--- src/common/psq_pkg.sv ---
// shared constants and types for the multi-supply power sequencer
// assumes a 40 MHz core clock; times are held in ns and converted to cycles
package psq_pkg;

  // core clock period
  localparam int CLK_NS = 25;

  // timing-cycle lengths per nF of timer capacitance, scaled from per uF
  localparam int START_NS_PER_NF = 23300;
  localparam int GOOD_NS_PER_NF = 233000;
  localparam int COOL_NS_PER_NF = 1170000;
  localparam int DEF_CAP_NF = 100;

  // qualification, deglitch and good-input filter times
  localparam int QUALIFY_NS = 100000000;
  localparam int PB_GLITCH_NS = 15000;
  localparam int GOOD_LOW_NS = 20000;
  localparam int PB_GLITCH_CYC = (PB_GLITCH_NS + CLK_NS - 1) / CLK_NS;
  localparam int GOOD_LOW_CYC = (GOOD_LOW_NS + CLK_NS - 1) / CLK_NS;

  // timer discharge time from upper threshold down past lower threshold
  localparam int FALL_CYC = 4;

  // supply bit order: 12V, 5V, 3.3V, -12V
  localparam logic [3:0] ALL_ON = 4'hf;
  localparam int SUP_NEG12 = 3;

  // control bit defaults after power-on reset
  localparam logic SEQ_DEFAULT = 1'b0;
  localparam logic GOOD_DIS_DEFAULT = 1'b0;

  // three-state configuration pin
  localparam logic [1:0] CFG_LOW = 2'h0;
  localparam logic [1:0] CFG_OPEN = 2'h1;
  localparam logic [1:0] CFG_HIGH = 2'h2;

  // timer charge current selection
  typedef enum logic [1:0] {TCUR_IDLE, TCUR_START, TCUR_GOOD, TCUR_COOL} psq_tcur_e;

  // sequencer states
  typedef enum logic [2:0] {ST_OFF, ST_START, ST_GOOD, ST_NORMAL, ST_COOL} psq_state_e;

endpackage

--- src/common/psq_tmr_if.sv ---
// timing-cycle request and completion between sequencer and timer
// assumes both ends share one clock
`timescale 1ns/1ps
`default_nettype none
interface psq_tmr_if;
  logic start;
  logic [31:0] length;
  logic done;
  logic busy;
  modport ctl(output start, length, input done, busy);
  modport tmr(input start, length, output done, busy);
endinterface
`default_nettype wire

--- src/design/psq_sync.sv ---
// two-flop synchroniser for a vector of pin-level inputs
// assumes inputs are levels that change slowly against the clock
`timescale 1ns/1ps
`default_nettype none
module psq_sync #(
  parameter int W = 1
) (
  // clock and reset
  input wire logic clk,
  input wire logic reset_n,
  // pins in, synchronised copies out
  input wire logic [W-1:0] async_in,
  output logic [W-1:0] sync_out
);

  typedef struct packed {
    logic [W-1:0] s1;
    logic [W-1:0] s2;
  } psq_sync_s;

  psq_sync_s q;
  psq_sync_s d;

  // first stage feeds only the second stage
  always_comb begin
    d.s1 = async_in;
    d.s2 = q.s1;
  end

  always_ff @(posedge clk or negedge reset_n) begin
    if (!reset_n) begin
      q <= '0;
    end else begin
      q <= d;
    end
  end

  assign sync_out = q.s2;

endmodule
`default_nettype wire

--- src/design/psq_timer.sv ---
// shared timing-cycle counter: ramp to length, then discharge phase
// assumes start is a one-cycle pulse and length stays put while busy
`timescale 1ns/1ps
`default_nettype none
module psq_timer (
  // clock and reset
  input wire logic clk,
  input wire logic reset_n,
  // request and completion
  psq_tmr_if.tmr tif
);

  localparam int FALL_N = psq_pkg::FALL_CYC;

  typedef struct packed {
    logic [31:0] count;
    logic ramp;
    logic fall;
    logic done;
  } psq_tmr_s;

  psq_tmr_s q;
  psq_tmr_s d;

  // a new start restarts the cycle even if one is running
  always_comb begin
    d = q;
    d.done = 1'b0;
    if (tif.start) begin
      d.count = '0;
      d.ramp = 1'b1;
      d.fall = 1'b0;
    end else if (q.ramp) begin
      if (q.count + 32'h1 >= tif.length) begin
        d.ramp = 1'b0;
        d.fall = 1'b1;
        d.count = '0;
      end else begin
        d.count = q.count + 32'h1;
      end
    end else if (q.fall) begin
      if (q.count + 32'h1 >= 32'(FALL_N)) begin
        d.fall = 1'b0;
        d.done = 1'b1;
      end else begin
        d.count = q.count + 32'h1;
      end
    end
  end

  always_ff @(posedge clk or negedge reset_n) begin
    if (!reset_n) begin
      q <= '0;
    end else begin
      q <= d;
    end
  end

  assign tif.done = q.done;
  assign tif.busy = q.ramp | q.fall;

  property p_fall_end;
    @(posedge clk) disable iff (!reset_n)
    $rose(q.fall) && !tif.start |-> ##FALL_N q.done;
  endproperty
  a_fall_end: assert property (p_fall_end) else $error("timer end not after discharge");

endmodule
`default_nettype wire

--- src/design/psq_sequencer.sv ---
// multi-supply power sequencer: turn-on, timing cycles, faults, power-ok
// assumes comparator flags and pins are asynchronous, host control is on clk
//
// Overview of operation
// - host reset low forces board reset low
// - otherwise board reset is inverse of power-ok
// - all supplies on starts timeout, then samples good
// - good input low too long trips, unless disabled
// - cycle lengths scale with one timer capacitance
// - cycle ramps to top, resets, ends below bottom
// - start-up ending in current limit shuts down
// - clean start-up arms breaker, resets soft-start
// - together by default, else 12V,5V,3.3V,-12V
// - sequenced: one ramp end starts the next
// - each supply has its own on bit
// - fault, on low, board removed: all off together
// - after last start-up, power-ok if all good
// - good low records fault, cools; high means normal
// - normal-mode undervoltage or overcurrent shuts all off
// - power bad drops power-ok, keeps switches on
// - -12V lockout blocks turn-on unless configured off
// - config pin disables -12V checks, retargets 5V
// - on rise turns on, fall turns off, clears faults
// - turn-on needs 100 ms of clean conditions
// - power-bad deglitched 15 us before power-ok drops
`timescale 1ns/1ps
`default_nettype none
module psq_sequencer #(
  parameter int TIMER_CAP_NF = psq_pkg::DEF_CAP_NF,
  parameter int START_CYCLES = psq_pkg::START_NS_PER_NF * TIMER_CAP_NF / psq_pkg::CLK_NS,
  parameter int GOOD_CYCLES = psq_pkg::GOOD_NS_PER_NF * TIMER_CAP_NF / psq_pkg::CLK_NS,
  parameter int COOL_CYCLES = psq_pkg::COOL_NS_PER_NF * TIMER_CAP_NF / psq_pkg::CLK_NS,
  parameter int QUALIFY_CYCLES = (psq_pkg::QUALIFY_NS + psq_pkg::CLK_NS - 1) / psq_pkg::CLK_NS
) (
  // clock and power-on reset
  input wire logic clk,
  input wire logic reset_n,
  // backplane and load pins
  input wire logic on_in,
  input wire logic board_present_n,
  input wire logic host_reset_n,
  input wire logic downstream_good_in,
  input wire logic [1:0] cfg_mode,
  // comparator flags, bit order 12V, 5V, 3.3V, -12V
  input wire logic [3:0] supply_uv,
  input wire logic [3:0] power_bad,
  input wire logic [3:0] current_limit,
  input wire logic [3:0] breaker_comparator,
  // host control bits
  input wire logic ctrl_write,
  input wire logic [3:0] ctrl_on,
  input wire logic ctrl_sequence,
  input wire logic ctrl_good_disable,
  // supply switch control
  output logic [3:0] gate_on,
  output logic [3:0] breaker_armed,
  output logic soft_start_charge,
  output logic [1:0] timer_charge_current,
  output logic vee_checks_off,
  output logic five_at_three_levels,
  // board status pins, drive enables active low
  output logic power_ok_n,
  output logic power_ok_drive_n,
  output logic board_reset_n,
  output logic board_reset_drive_n,
  // status
  output logic [3:0] on_bits,
  output logic fault_overcurrent,
  output logic fault_undervoltage,
  output logic fault_good
);

  localparam logic [31:0] QUAL_LAST = 32'(QUALIFY_CYCLES - 1);
  localparam logic [15:0] PB_LAST = 16'(psq_pkg::PB_GLITCH_CYC - 1);
  localparam logic [15:0] LOW_LAST = 16'(psq_pkg::GOOD_LOW_CYC - 1);

  typedef struct packed {
    psq_pkg::psq_state_e st;
    logic [3:0] on_bits;
    logic [3:0] gate;
    logic [3:0] ramp;
    logic [3:0] armed;
    logic seq;
    logic good_dis;
    logic f_oc;
    logic f_uv;
    logic f_good;
    logic prev_on;
    logic prev_bp;
    logic [31:0] qual_cnt;
    logic qual_ok;
    logic [15:0] pb_cnt;
    logic pb_bad;
    logic [15:0] low_cnt;
    logic power_ok_n_en;
    logic tmr_start;
    logic [31:0] tmr_len;
    psq_pkg::psq_tcur_e tsel;
    logic ss_run;
    logic vee_off;
    logic five33;
    logic pok_n;
    logic rst_out;
  } psq_main_s;

  psq_main_s q;
  psq_main_s d;

  // synchronised pins and flags
  logic [21:0] pin_s;
  logic on_s, bp_s, host_s, good_s;
  logic [1:0] cfg_s;
  logic [3:0] uv_s, pb_s, cl_s, bc_s;
  logic on_rise, on_fall, bp_fall;
  logic lockout, qual_cond, start_ok, good_low;
  logic [3:0] pb_mask;
  logic [3:0] pend;

  psq_tmr_if tif();

  psq_sync #(.W(22)) u_sync (
    .clk(clk),
    .reset_n(reset_n),
    .async_in({on_in, board_present_n, host_reset_n, downstream_good_in, cfg_mode,
               supply_uv, power_bad, current_limit, breaker_comparator}),
    .sync_out(pin_s)
  );

  psq_timer u_timer (
    .clk(clk),
    .reset_n(reset_n),
    .tif(tif)
  );

  assign {on_s, bp_s, host_s, good_s, cfg_s, uv_s, pb_s, cl_s, bc_s} = pin_s;

  // edges and qualification terms; -12V checks follow the config pin
  assign on_rise = on_s & ~q.prev_on;
  assign on_fall = ~on_s & q.prev_on;
  assign bp_fall = ~bp_s & q.prev_bp;
  assign lockout = |(uv_s & {~q.vee_off, 3'h7});
  assign pb_mask = pb_s & {~q.vee_off, 3'h7};
  assign qual_cond = ~lockout & ~(q.f_oc | q.f_uv | q.f_good) & ~bp_s;
  assign start_ok = q.qual_ok & qual_cond;
  assign good_low = (q.low_cnt >= LOW_LAST) & ~good_s;

  assign tif.start = q.tmr_start;
  assign tif.length = q.tmr_len;

  // all switches off together; a fault then cools down, otherwise idle
  function automatic psq_main_s shut_all(input psq_main_s s, input logic cool);
    s.gate = '0;
    s.ramp = '0;
    s.armed = '0;
    s.on_bits = '0;
    s.power_ok_n_en = 1'b0;
    s.tmr_start = cool;
    s.tmr_len = 32'(COOL_CYCLES);
    s.tsel = cool ? psq_pkg::TCUR_COOL : psq_pkg::TCUR_IDLE;
    s.st = cool ? psq_pkg::ST_COOL : psq_pkg::ST_OFF;
    return s;
  endfunction

  // start a ramp: lowest pending supply when sequenced, else all pending
  function automatic psq_main_s begin_ramp(input psq_main_s s, input logic [3:0] want);
    s.ramp = s.seq ? (want & (~want + 4'h1)) : want;
    s.gate = s.gate | s.ramp;
    s.power_ok_n_en = 1'b0;
    s.tmr_start = 1'b1;
    s.tmr_len = 32'(START_CYCLES);
    s.tsel = psq_pkg::TCUR_START;
    s.st = psq_pkg::ST_START;
    return s;
  endfunction

  // next-state logic
  always_comb begin
    d = q;
    d.tmr_start = 1'b0;
    pend = 4'h0;
    // host writes to the control bits
    if (ctrl_write) begin
      d.on_bits = ctrl_on;
      d.seq = ctrl_sequence;
      d.good_dis = ctrl_good_disable;
    end
    d.vee_off = (cfg_s != psq_pkg::CFG_LOW);
    d.five33 = (cfg_s == psq_pkg::CFG_HIGH);
    d.prev_on = on_s;
    d.prev_bp = bp_s;
    // pin edges; clears come first so a fault in the same cycle wins
    if (on_rise) begin
      d.on_bits = psq_pkg::ALL_ON;
    end
    if (on_fall || bp_fall) begin
      d.f_oc = 1'b0;
      d.f_uv = 1'b0;
      d.f_good = 1'b0;
    end
    if (bp_fall) begin
      d.on_bits = {4{on_s}};
    end
    // 100 ms of clean conditions before any turn-on
    if (!qual_cond) begin
      d.qual_cnt = '0;
      d.qual_ok = 1'b0;
    end else if (q.qual_cnt >= QUAL_LAST) begin
      d.qual_ok = 1'b1;
    end else begin
      d.qual_cnt = q.qual_cnt + 32'h1;
    end
    // power-bad deglitch
    if (|pb_mask) begin
      if (q.pb_cnt >= PB_LAST) begin
        d.pb_bad = 1'b1;
      end else begin
        d.pb_cnt = q.pb_cnt + 16'h1;
      end
    end else begin
      d.pb_cnt = '0;
      d.pb_bad = 1'b0;
    end
    // good-input low filter, saturating
    if (good_s) begin
      d.low_cnt = '0;
    end else if (q.low_cnt < LOW_LAST) begin
      d.low_cnt = q.low_cnt + 16'h1;
    end
    // clearing an on bit drops only that supply
    d.gate = q.gate & d.on_bits;
    d.ramp = q.ramp & d.on_bits;
    d.armed = q.armed & d.gate;
    if (tif.done) begin
      d.tsel = psq_pkg::TCUR_IDLE;
    end
    pend = d.on_bits & ~d.gate;
    case (q.st)
      psq_pkg::ST_OFF, psq_pkg::ST_NORMAL: begin
        if (|pend && start_ok) begin
          d = begin_ramp(d, pend);
        end
      end
      psq_pkg::ST_START: begin
        if (tif.done) begin
          if (|(q.ramp & cl_s)) begin
            d = shut_all(d, 1'b1);
            d.f_oc = 1'b1;
          end else begin
            d.armed = d.armed | d.ramp;
            d.ramp = '0;
            pend = d.on_bits & ~d.gate;
            if (|pend && d.seq && start_ok) begin
              d = begin_ramp(d, pend);
            end else if (d.gate == psq_pkg::ALL_ON) begin
              d.power_ok_n_en = ~|pb_mask;
              d.tmr_start = 1'b1;
              d.tmr_len = 32'(GOOD_CYCLES);
              d.tsel = psq_pkg::TCUR_GOOD;
              d.st = psq_pkg::ST_GOOD;
            end else begin
              d.st = psq_pkg::ST_NORMAL;
            end
          end
        end
      end
      psq_pkg::ST_GOOD: begin
        if (tif.done) begin
          if (!good_s) begin
            d = shut_all(d, 1'b1);
            d.f_good = 1'b1;
          end else begin
            d.st = psq_pkg::ST_NORMAL;
          end
        end
      end
      psq_pkg::ST_COOL: begin
        if (tif.done) begin
          d.st = psq_pkg::ST_OFF;
        end
      end
      default: begin
        d.st = psq_pkg::ST_OFF;
      end
    endcase
    // faults while any supply is up
    if (q.st == psq_pkg::ST_START || q.st == psq_pkg::ST_GOOD || q.st == psq_pkg::ST_NORMAL) begin
      if (lockout) begin
        d = shut_all(d, 1'b1);
        d.f_uv = 1'b1;
      end
      if (|(bc_s & q.armed)) begin
        d = shut_all(d, 1'b1);
        d.f_oc = 1'b1;
      end
      if (q.st == psq_pkg::ST_NORMAL && !q.good_dis && good_low) begin
        d = shut_all(d, 1'b1);
        d.f_good = 1'b1;
      end
    end
    // removal or on low overrides everything, no cool-down
    if (bp_s || on_fall) begin
      d = shut_all(d, 1'b0);
    end
    // power-ok never touches the switches
    d.pok_n = ~(d.power_ok_n_en & (d.gate == psq_pkg::ALL_ON) & ~d.pb_bad);
    d.rst_out = host_s & ~d.pok_n;
    d.ss_run = (d.st == psq_pkg::ST_START);
  end

  // state register; defaults restored by power-on reset
  always_ff @(posedge clk or negedge reset_n) begin
    if (!reset_n) begin
      q <= '0;
      q.seq <= psq_pkg::SEQ_DEFAULT;
      q.good_dis <= psq_pkg::GOOD_DIS_DEFAULT;
      q.pok_n <= 1'b1;
    end else begin
      q <= d;
    end
  end

  // outputs straight from the state register
  assign gate_on = q.gate;
  assign breaker_armed = q.armed;
  assign soft_start_charge = q.ss_run;
  assign timer_charge_current = q.tsel;
  assign vee_checks_off = q.vee_off;
  assign five_at_three_levels = q.five33;
  assign power_ok_n = q.pok_n;
  assign power_ok_drive_n = q.pok_n;
  assign board_reset_n = q.rst_out;
  assign board_reset_drive_n = q.rst_out;
  assign on_bits = q.on_bits;
  assign fault_overcurrent = q.f_oc;
  assign fault_undervoltage = q.f_uv;
  assign fault_good = q.f_good;

  property p_host_reset;
    @(posedge clk) disable iff (!reset_n)
    !host_s |=> !board_reset_n;
  endproperty
  a_host_reset: assert property (p_host_reset) else $error("board reset not low");

  property p_follow_ok;
    @(posedge clk) disable iff (!reset_n)
    host_s |=> (board_reset_n == !power_ok_n);
  endproperty
  a_follow_ok: assert property (p_follow_ok) else $error("board reset not inverse of ok");

  property p_good_sample;
    @(posedge clk) disable iff (!reset_n)
    q.st == psq_pkg::ST_GOOD && tif.done && !good_s |=> fault_good && gate_on == 4'h0;
  endproperty
  a_good_sample: assert property (p_good_sample) else $error("good sample ignored");

  property p_good_low;
    @(posedge clk) disable iff (!reset_n)
    q.st == psq_pkg::ST_NORMAL && !q.good_dis && good_low |=> fault_good && gate_on == 4'h0;
  endproperty
  a_good_low: assert property (p_good_low) else $error("good low not acted on");

  property p_start_limit;
    @(posedge clk) disable iff (!reset_n)
    q.st == psq_pkg::ST_START && tif.done && |(q.ramp & cl_s) |=> fault_overcurrent && gate_on == 4'h0;
  endproperty
  a_start_limit: assert property (p_start_limit) else $error("limit at start-up end missed");

  property p_seq_one;
    @(posedge clk) disable iff (!reset_n)
    q.tmr_start && q.st == psq_pkg::ST_START && q.seq |-> $onehot(q.ramp);
  endproperty
  a_seq_one: assert property (p_seq_one) else $error("sequenced ramp not single");

  property p_removed;
    @(posedge clk) disable iff (!reset_n)
    bp_s |=> gate_on == 4'h0;
  endproperty
  a_removed: assert property (p_removed) else $error("switches on while removed");

  property p_lockout;
    @(posedge clk) disable iff (!reset_n)
    lockout |=> (gate_on & ~$past(gate_on)) == 4'h0;
  endproperty
  a_lockout: assert property (p_lockout) else $error("turn-on during lockout");

  property p_pb_drop;
    @(posedge clk) disable iff (!reset_n)
    q.pb_bad |-> power_ok_n && !board_reset_n;
  endproperty
  a_pb_drop: assert property (p_pb_drop) else $error("power bad kept ok asserted");

  property p_pb_glitch;
    @(posedge clk) disable iff (!reset_n)
    $rose(q.pb_bad) |-> $past(q.pb_cnt) == PB_LAST;
  endproperty
  a_pb_glitch: assert property (p_pb_glitch) else $error("power bad deglitch wrong");

  property p_qualify;
    @(posedge clk) disable iff (!reset_n)
    $rose(q.qual_ok) |-> q.qual_cnt == QUAL_LAST;
  endproperty
  a_qualify: assert property (p_qualify) else $error("qualify time wrong");

endmodule
`default_nettype wire

--- config.mk ---
export PLATFORM = sky130hd
export DESIGN_NAME = psq_sequencer
export DESIGN_NICKNAME = d
export VERILOG_FILES = /design/src/common/psq_pkg.sv /design/src/common/psq_tmr_if.sv /design/src/design/psq_sync.sv /design/src/design/psq_timer.sv /design/src/design/psq_sequencer.sv
export SDC_FILE = /design/constraint.sdc
export NUM_CORES = 1
export LEC_CHECK = 0
export ABC_AREA = 0
export BUFFER_PORTS_ARGS = -buffer_cell sky130_fd_sc_hd__buf_4
export CAP_MARGIN = 30
export CELL_PAD_IN_SITES_DETAIL_PLACEMENT = 0
export CELL_PAD_IN_SITES_GLOBAL_PLACEMENT = 2
export CORE_MARGIN = 8
export CORE_UTILIZATION = 35
export CTS_BUF_LIST = sky130_fd_sc_hd__clkbuf_4 sky130_fd_sc_hd__clkbuf_8 sky130_fd_sc_hd__clkbuf_16
export CTS_CLUSTER_SIZE = 25
export DETAILED_ROUTE_END_ITERATION = 16
export GPL_TIMING_DRIVEN = 0
export PLACE_DENSITY = 0.7
export SKIP_CTS_REPAIR_TIMING = 1
export SLEW_MARGIN = 20
export SYNTH_ARGS = -nofsm -noshare
export SYNTH_HDL_FRONTEND = slang
export SYNTH_SLANG_ARGS = --single-unit
--- constraint.sdc ---
create_clock -name clk -period 5.2 [get_ports clk]
set_clock_uncertainty 0.2 [all_clocks]
set_input_delay 1.04 -clock clk [delete_from_list [all_inputs] [get_ports clk]]
set_output_delay 1.04 -clock clk [all_outputs]
set_load 0.01 [all_outputs]
==> results of run 1 <==
-- layout by cell type, fill, tap and decap left out, types with 7 or more instances in the layout --
cell type	n
xnor2_1	28
o21ai_0	28
o221a_1	11
or3_1	10
or2_2	11
buf_2	11
nor3_1	24
nand2_1	76
o21ai_1	7
nand2b_1	11
and4_1	8
clkbuf_1	26
buf_4	87
nor2b_1	19
a311oi_1	7
a31oi_1	14
nor4_1	13
nor2_1	106
a21oi_1	41
mux2i_1	8
ha_1	37
and2_1	10
xor2_1	33
dfrtp_1	210
inv_1	51
and3_1	42
clkbuf_16	26
nand3_1	38
nand4_1	23
a22o_1	14
a21o_1	10
a22oi_1	8
-- cells in the mapped netlist (4+ instances only) --
| master | instances | area share [%] |
|---|---|---|
| dfrtp_1 | 211 | 48 |
| nor2_1 | 108 | 3.7 |
| nand2_1 | 76 | 2.6 |
| inv_1 | 51 | 1.8 |
| and3_1 | 42 | 2.4 |
| a21oi_1 | 41 | 1.9 |
| nand3_1 | 38 | 1.7 |
| ha_1 | 37 | 4.2 |
| xor2_1 | 33 | 2.6 |
| buf_4 | 31 | 2.1 |
| clkbuf_1 | 29 | 1.0 |
| o21ai_0 | 28 | 1.3 |
| xnor2_1 | 28 | 2.2 |
| nor3_1 | 25 | 1.1 |
| nand4_1 | 23 | 1.3 |
| nor2b_1 | 19 | 1.1 |
| a22o_1 | 14 | 1.1 |
| a31oi_1 | 14 | 0.80 |
| nor4_1 | 13 | 0.74 |
| buf_2 | 12 | 0.55 |
| nand2b_1 | 11 | 0.63 |
| o221a_1 | 11 | 1.1 |
| or2_2 | 11 | 0.63 |
| a21o_1 | 10 | 0.69 |
| and2_1 | 10 | 0.57 |
| or3_1 | 10 | 0.57 |
| and4_1 | 9 | 0.72 |
| a22oi_1 | 8 | 0.55 |
| mux2i_1 | 8 | 0.73 |
| a311oi_1 | 7 | 0.56 |
| o21ai_1 | 7 | 0.32 |
| a21boi_1 | 6 | 0.41 |
| a32oi_1 | 6 | 0.48 |
| a21boi_0 | 5 | 0.34 |
| o211ai_1 | 5 | 0.34 |
| o21a_1 | 5 | 0.34 |
| or2_1 | 5 | 0.29 |
| a211oi_1 | 4 | 0.27 |
| mux2_2 | 4 | 0.41 |
-- worst min-delay path by stage --
stage	to	cells past startpoint	start
finish	u_sync.sync_out[0]$_DFF_PN0_	0	u_sync.d[0]$_DFF_PN0_
global route	u_sync.sync_out[17]$_DFF_PN0_	0	u_sync.d[17]$_DFF_PN0_
CTS	u_sync.sync_out[0]$_DFF_PN0_	0	u_sync.d[0]$_DFF_PN0_
detailed placement	u_sync.sync_out[0]$_DFF_PN0_	0	u_sync.d[0]$_DFF_PN0_
global placement	u_sync.sync_out[1]$_DFF_PN0_	0	u_sync.d[1]$_DFF_PN0_
floorplan	u_sync.sync_out[0]$_DFF_PN0_	0	u_sync.d[0]$_DFF_PN0_
-- power by group through the flow --
stage                     registers, uW  logic, uW  clock network (uW)
after floorplan                    1780        275                   0
after global placement             1780        399                   0
after detailed placement           1790        411                   0
after CTS                          1760        413                2010
after global routing               1770        462                2070
final                              1760        406                1940
-- registers in the layout, summed over array words and instances (netlist names), 2 cells and up --
register / count
q: 78
u_timer.q: 34
tif.length: 32
u_sync.d: 22
u_sync.sync_out: 22
breaker_armed: 4
gate_on: 4
on_bits: 4
timer_charge_current: 2
-- per-stage QoR --
stage	instances	setup slack [ps]
final	1590	500.9
after global routing	1590	116.5
after CTS	1589	-325.1
after detailed placement	1542	-328.2
after global placement	1539	-349.8
after floorplan	1090	994.3
-- kinds of logic after synthesis --
group / after synthesis / synth area share (%)
AOI/OAI and AO/OA: 212 / 14.08
xor gates and xnor gates: 61 / 4.885
adders and majority gates: 37 / 4.232
buffers and inverters: 126 / 5.662
DFF: 212 / 48.51
muxes: 12 / 1.144
and+or+nand+nor: 430 / 21.48
-- layout make-up --
type | instances | area, um2
Inverter | 52 | 195.2
Tap cell | 396 | 495.5
Multi-Input combinational cell | 752 | 5060
Sequential cell | 212 | 5308
Clock inverter | 14 | 207.7
Buffer | 72 | 420.4
Timing Repair Buffer | 59 | 490.5
Clock buffer | 33 | 728.2
Fill cell | 3050 | 17760
-- routing by layer --
layer | vias to the layer above | track usage [%] | part of all wire [%]
li1 | 4045 | - | -
met1 | 3982 | 21.86 | 48
met2 | 136 | 24.67 | 45
met3 | 52 | 2.530 | 3.5
met4 | 0 | 4.583 | 3.0
met5 | - | 0 | 0
-- worst max-delay path, stage by stage, from the launching register on --
cell and delay, ps:
dfrtp_1 310, buf_2 180, and4_2 320, nand4_4 220
nor3_4 240, nor4b_4 350, nand3_1 240, nor2_1 180
xor2_1 240, ha_1 200, nand4_1 100, nor3_1 340
nand3_1 140, o211ai_1 260, or2_1 390, clkbuf_2 310
a21boi_0 120, o221a_1 230
==> run_results.csv, run 1 <==
group,metric,value,unit
clocking,cts_inserted_buffers,26,
clocking,cts_tree,"done",
cells_and_area,final_core_util,42.08,%
placed_design,place_area,11910,um2
logic_synthesis,synth_edf_count,0,
drt,post_drt_wl_per_cell,17.81,um
die,num_io_pins,55,
logic_synthesis,async_flop_share,100.0,%
logic_synthesis,syn_area,10940,um2
drt,avgViaCountPerCell,5.167,
sta,setup_viol,0,
drt,drtAntennaViolNets,0,
sta,finalCritPeriodShare,90.37,%
drt,wl,28320,um
sta,fin_setup_tns,0,ps
sta,final_max_slew_viol_count,0,
clocking,clk-insertion-delay-late,550,ps
die,dieArea,37160,um2
logic_synthesis,yosysWarnings,0,
logic_synthesis,syn-instance-count,1090,
placed_design,dp_hpwl,20620,um
die,die_h,192.8,um
cells_and_area,antenna_cells,0,
placed_design,place.gp.congestion,0.7943,
min_path,hp-class,"reg -> reg",
power_and_ir_drop,p_seq_share,42.8,%
run,cap_viol_max_count,0,
setup_path,crit_required,5430,ps
sta,holdWs,145.2,ps
setup_path,endpoint,"u_timer.q[13]$_DFFE_PN0P_",
die,num_rows,64,
sta,rsz0062_at_grt,"no",
drt,remaining_drc_errors,0,
logic_synthesis,yosysSeqAreaShare,48.51,%
logic_synthesis,syn_area_per_cell,10.03,um2
sta,finalHoldViolCount,0,
setup_path,reg2reg_slack,500,ps
grt,antenna_found_initial,0,
power_and_ir_drop,p_sw_share,25.03,%
cells_and_area,drive_gt1_share,17.17,%
clocking,cts_num_sinks,212,
cells_and_area,area_growth,17.98,%
status,outcome,"completed",
setup_path,endpoint_kind,"flip-flop",
logic_synthesis,yosysUniqueCellTypes,86,
power_and_ir_drop,irDropWorstVdd,243.5,uV
logic_synthesis,synth_seq_cells,212,
power_and_ir_drop,power_density,318.2,nW/um2
grt,overflow,0,
setup_path,r2r-end,"u_timer.q[13]$_DFFE_PN0P_",
grt,grt_usage,15.66,%
sta,relSlewSlack,40.02,%
placed_design,numPortBuffers,53,
cells_and_area,final_nets,1243,
clocking,htree_levels,1,
power_and_ir_drop,intPower,3079,uW
grt,grt_max_degree,83,
setup_path,critPathLaunchType,"flip-flop",
clocking,clock-root-buffer,"clkbuf_16",
drt,drt_iter0_drc,466,
cells_and_area,postLayoutCellArea,12900,um2
clocking,cts.path.max_buffers,3,
power_and_ir_drop,p_sw,1028,uW
sta,worst_pin_slew,892.8,ps
setup_path,reg2reg_depth,17,
power_and_ir_drop,p_clk_share,47.3,%
clocking,path_clk_slew,60,ps
power_and_ir_drop,share_comb_of_total_power,9.9,%
power_and_ir_drop,p_leak,0.005923,uW
setup_path,critical_path_class,"reg -> reg",
die,initial_core_util,35.66,%
die,core-area,30670,um2
logic_synthesis,synthFlopType,"dfrtp_1",
drt,dr_total_vias,8215,
setup_path,reg2reg_from,"u_timer.q[7]$_DFFE_PN0P_",
grt,grt_pass1_wl,46750,um
die,die_width,192.8,um
setup_path,arrival,4930,ps
drt,firstDrtPassIters,5,
logic_synthesis,synth_nets,1158,
setup_path,crit_start,"u_timer.q[7]$_DFFE_PN0P_",
grt,grt_pass1_vias,8326,
power_and_ir_drop,power.total,4106,uW
sta,fmax,212.8,MHz
setup_path,cp_max_fo,10,
sta,fin_crit,4699,ps
Power figures use the tool's default switching activity.
==> run 2, diff against run 1 <==
Clock period 5.2 ns to 4.4 ns, I/O delays scaled along.
==> run_results.csv, run 2 (synthesis gave the netlist of run 1 again) <==
group,metric,value,unit
status,outcome,"completed",
drt,dr_total_vias,8285,
min_path,hp-class,"in -> async",
power_and_ir_drop,p_clk_share,47.0,%
grt,grt_pass1_vias,8326,
placed_design,place.gp.congestion,0.7943,
clocking,cts_num_sinks,212,
setup_path,arrival,4460,ps
setup_path,path_cells,"nand3_2, or4_4, nor2_2, xor2_1, ha_1, and4_1, a221o_1, a221oi_2, o211ai_1, nor2_2, a21oi_1, o32ai_1",
sta,worst_pin_slew,889.9,ps
sta,fmax,236.7,MHz
power_and_ir_drop,p_sw,1224,uW
grt,grt_pass1_wl,46750,um
cells_and_area,final_common_cell,"dfrtp_1",
setup_path,critical_path_class,"reg -> reg",
drt,remaining_drc_errors,0,
sta,finalCritPeriodShare,96.01,%
die,num_io_pins,55,
drt,wl,28600,um
clocking,htree_levels,1,
grt,grt_max_degree,83,
grt,overflow,0,
power_and_ir_drop,p_leak,0.006070,uW
sta,final_max_slew_viol_count,0,
setup_path,endpoint_kind,"flip-flop",
sta,layout_setup_ws,175.5,ps
sta,setup_viol,0,
power_and_ir_drop,power_density,369.1,nW/um2
sta,holdWs,73.65,ps
clocking,clk-insertion-delay-late,550,ps
drt,avgViaCountPerCell,5.146,
clocking,cts_inserted_buffers,26,
clocking,cts.path.max_buffers,3,
setup_path,cp_common_cell,"nor2_2",
cells_and_area,antenna_cells,0,
die,die_width,192.8,um
setup_path,path_delay_family,"simple AND/OR/NAND/NOR gates",
drt,drt_iter0_drc,483,
die,initial_core_util,35.66,%
setup_path,critPathSlowestCell,"or4_4",
setup_path,crit_required,4640,ps
cells_and_area,top_register,"q",
grt,grt_usage,15.66,%
drt,wl_met3,994,um
grt,antenna_found_initial,0,
die,num_rows,64,
drt,post_drt_wl_per_cell,17.76,um
placed_design,pre_cts_ws,-1128,ps
power_and_ir_drop,intPower,3657,uW
drt,wl_met1,13700,um
setup_path,cp_num_buf_inv,0,
drt,firstDrtPassIters,5,
power_and_ir_drop,p_seq_share,42.5,%
sta,relSlewSlack,40.21,%
die,dieArea,37160,um2
cells_and_area,area_growth,20.89,%
power_and_ir_drop,irDropWorstVdd,287.8,uV
clocking,cts_tree,"done",
die,die_h,192.8,um
setup_path,critPathLaunchType,"flip-flop",
sta,fin_setup_tns,0,ps
cells_and_area,drive_gt1_share,20.35,%
cells_and_area,largest_reg_flops,78,
sta,finalHoldViolCount,0,
drt,wl_met2,13070,um
placed_design,dp_hpwl,20620,um
setup_path,slowest_delay,620,ps
power_and_ir_drop,p_sw_share,25.08,%
setup_path,cp_max_fo,8,
clocking,clock-root-buffer,"clkbuf_16",
power_and_ir_drop,share_comb_of_total_power,10.5,%
cells_and_area,finalNonFillerCells,1610,
sta,rsz0062_at_grt,"yes",
drt,route.top_layer_used,"met4",
cells_and_area,final_cell_mix,"dfrtp_1, buf_4, nor2_1, nand2_1, inv_1",
drt,drtAntennaViolNets,0,
clocking,path_clk_slew,60,ps
die,core-area,30670,um2
sta,fin_crit,4225,ps
placed_design,numPortBuffers,53,
placed_design,dp_cells,1542,
run,cap_viol_max_count,0,
cells_and_area,final_nets,1263,
-- run 2: cell count changes in the layout (fill, tap and decap cells not counted), moves of 2 or more --
| cell | before | now |
|---|---|---|
| buf_6 | 2 | 7 |
| xor2_1 | 33 | 31 |
| nor2_2 | 2 | 5 |
| buf_2 | 11 | 7 |
| buf_4 | 87 | 106 |
| nor2_1 | 106 | 102 |
| xnor2_1 | 28 | 24 |
| or2_4 | 0 | 2 |
| a21boi_0 | 5 | 3 |
| xnor2_2 | 0 | 4 |
| a21boi_1 | 6 | 8 |
| nand3_1 | 38 | 36 |
-- run 2: worst register-to-register path, cell delays in order (launching register included) --
cell and delay [ps]:
dfrtp_1 460, nand3_2 200, or4_4 620, nor2_2 160
xor2_1 290, ha_1 300, and4_1 210, a221o_1 370
a221oi_2 310, o211ai_1 190, nor2_2 360, a21oi_1 180
o32ai_1 270
-- run 2: area by class of cell --
| cell class | count | area (um2) |
|---|---|---|
| Clock buffer | 33 | 728.2 |
| Inverter | 52 | 195.2 |
| Sequential cell | 212 | 5309 |
| Multi-Input combinational cell | 752 | 5195 |
| Timing Repair Buffer | 79 | 644.4 |
| Buffer | 72 | 447.9 |
| Tap cell | 396 | 495.5 |
| Fill cell | 3014 | 17450 |
| Clock inverter | 14 | 207.7 |
-- run 2: routing by layer --
metal | vias to the layer above | track usage (%)
met3 | 50 | 2.530
met1 | 4005 | 21.86
met4 | 0 | 4.583
met5 | - | 0
met2 | 143 | 24.67
li1 | 4087 | -
-- run 2: path summary, 6_finish.rpt --
kind | slack (ps) | endpoint | cells after the start | start
hold / removal | 70 | q[102]$_DFFE_PN0P_ | 1 | reset_n
min in group clk | 150 | u_sync.sync_out[0]$_DFF_PN0_ | 0 | u_sync.d[0]$_DFF_PN0_
setup / recovery | 180 | u_timer.q[8]$_DFFE_PN0P_ | 12 | u_timer.q[19]$_DFFE_PN0P_
max in group asynchronous | 3140 | tif.length[2]$_DFF_PN0_ | 2 | reset_n
hold reg to reg | 150 | u_sync.sync_out[0]$_DFF_PN0_ | 0 | u_sync.d[0]$_DFF_PN0_
setup reg to reg | 180 | u_timer.q[8]$_DFFE_PN0P_ | 12 | u_timer.q[19]$_DFFE_PN0P_
-- run 2: through the flow --
step                      utilization, %  area [um2]  total power [uW]
final                              43.11       13220              4881
after global routing               43.11       13220              5103
after CTS                          41.88       12840              4935
after detailed placement           38.83       11910              2596
after global placement             38.58       11830              2580
after floorplan                        -       10940              2423
-- run 2: power groups by stage --
| stage | clock network [uW] | registers [uW] | logic [uW] |
|---|---|---|---|
| detailed placement | 0 | 2110 | 486 |
| finish | 2300 | 2070 | 511 |
| CTS | 2370 | 2080 | 488 |
| global placement | 0 | 2110 | 471 |
| floorplan | 0 | 2100 | 325 |
| global route | 2440 | 2080 | 576 |
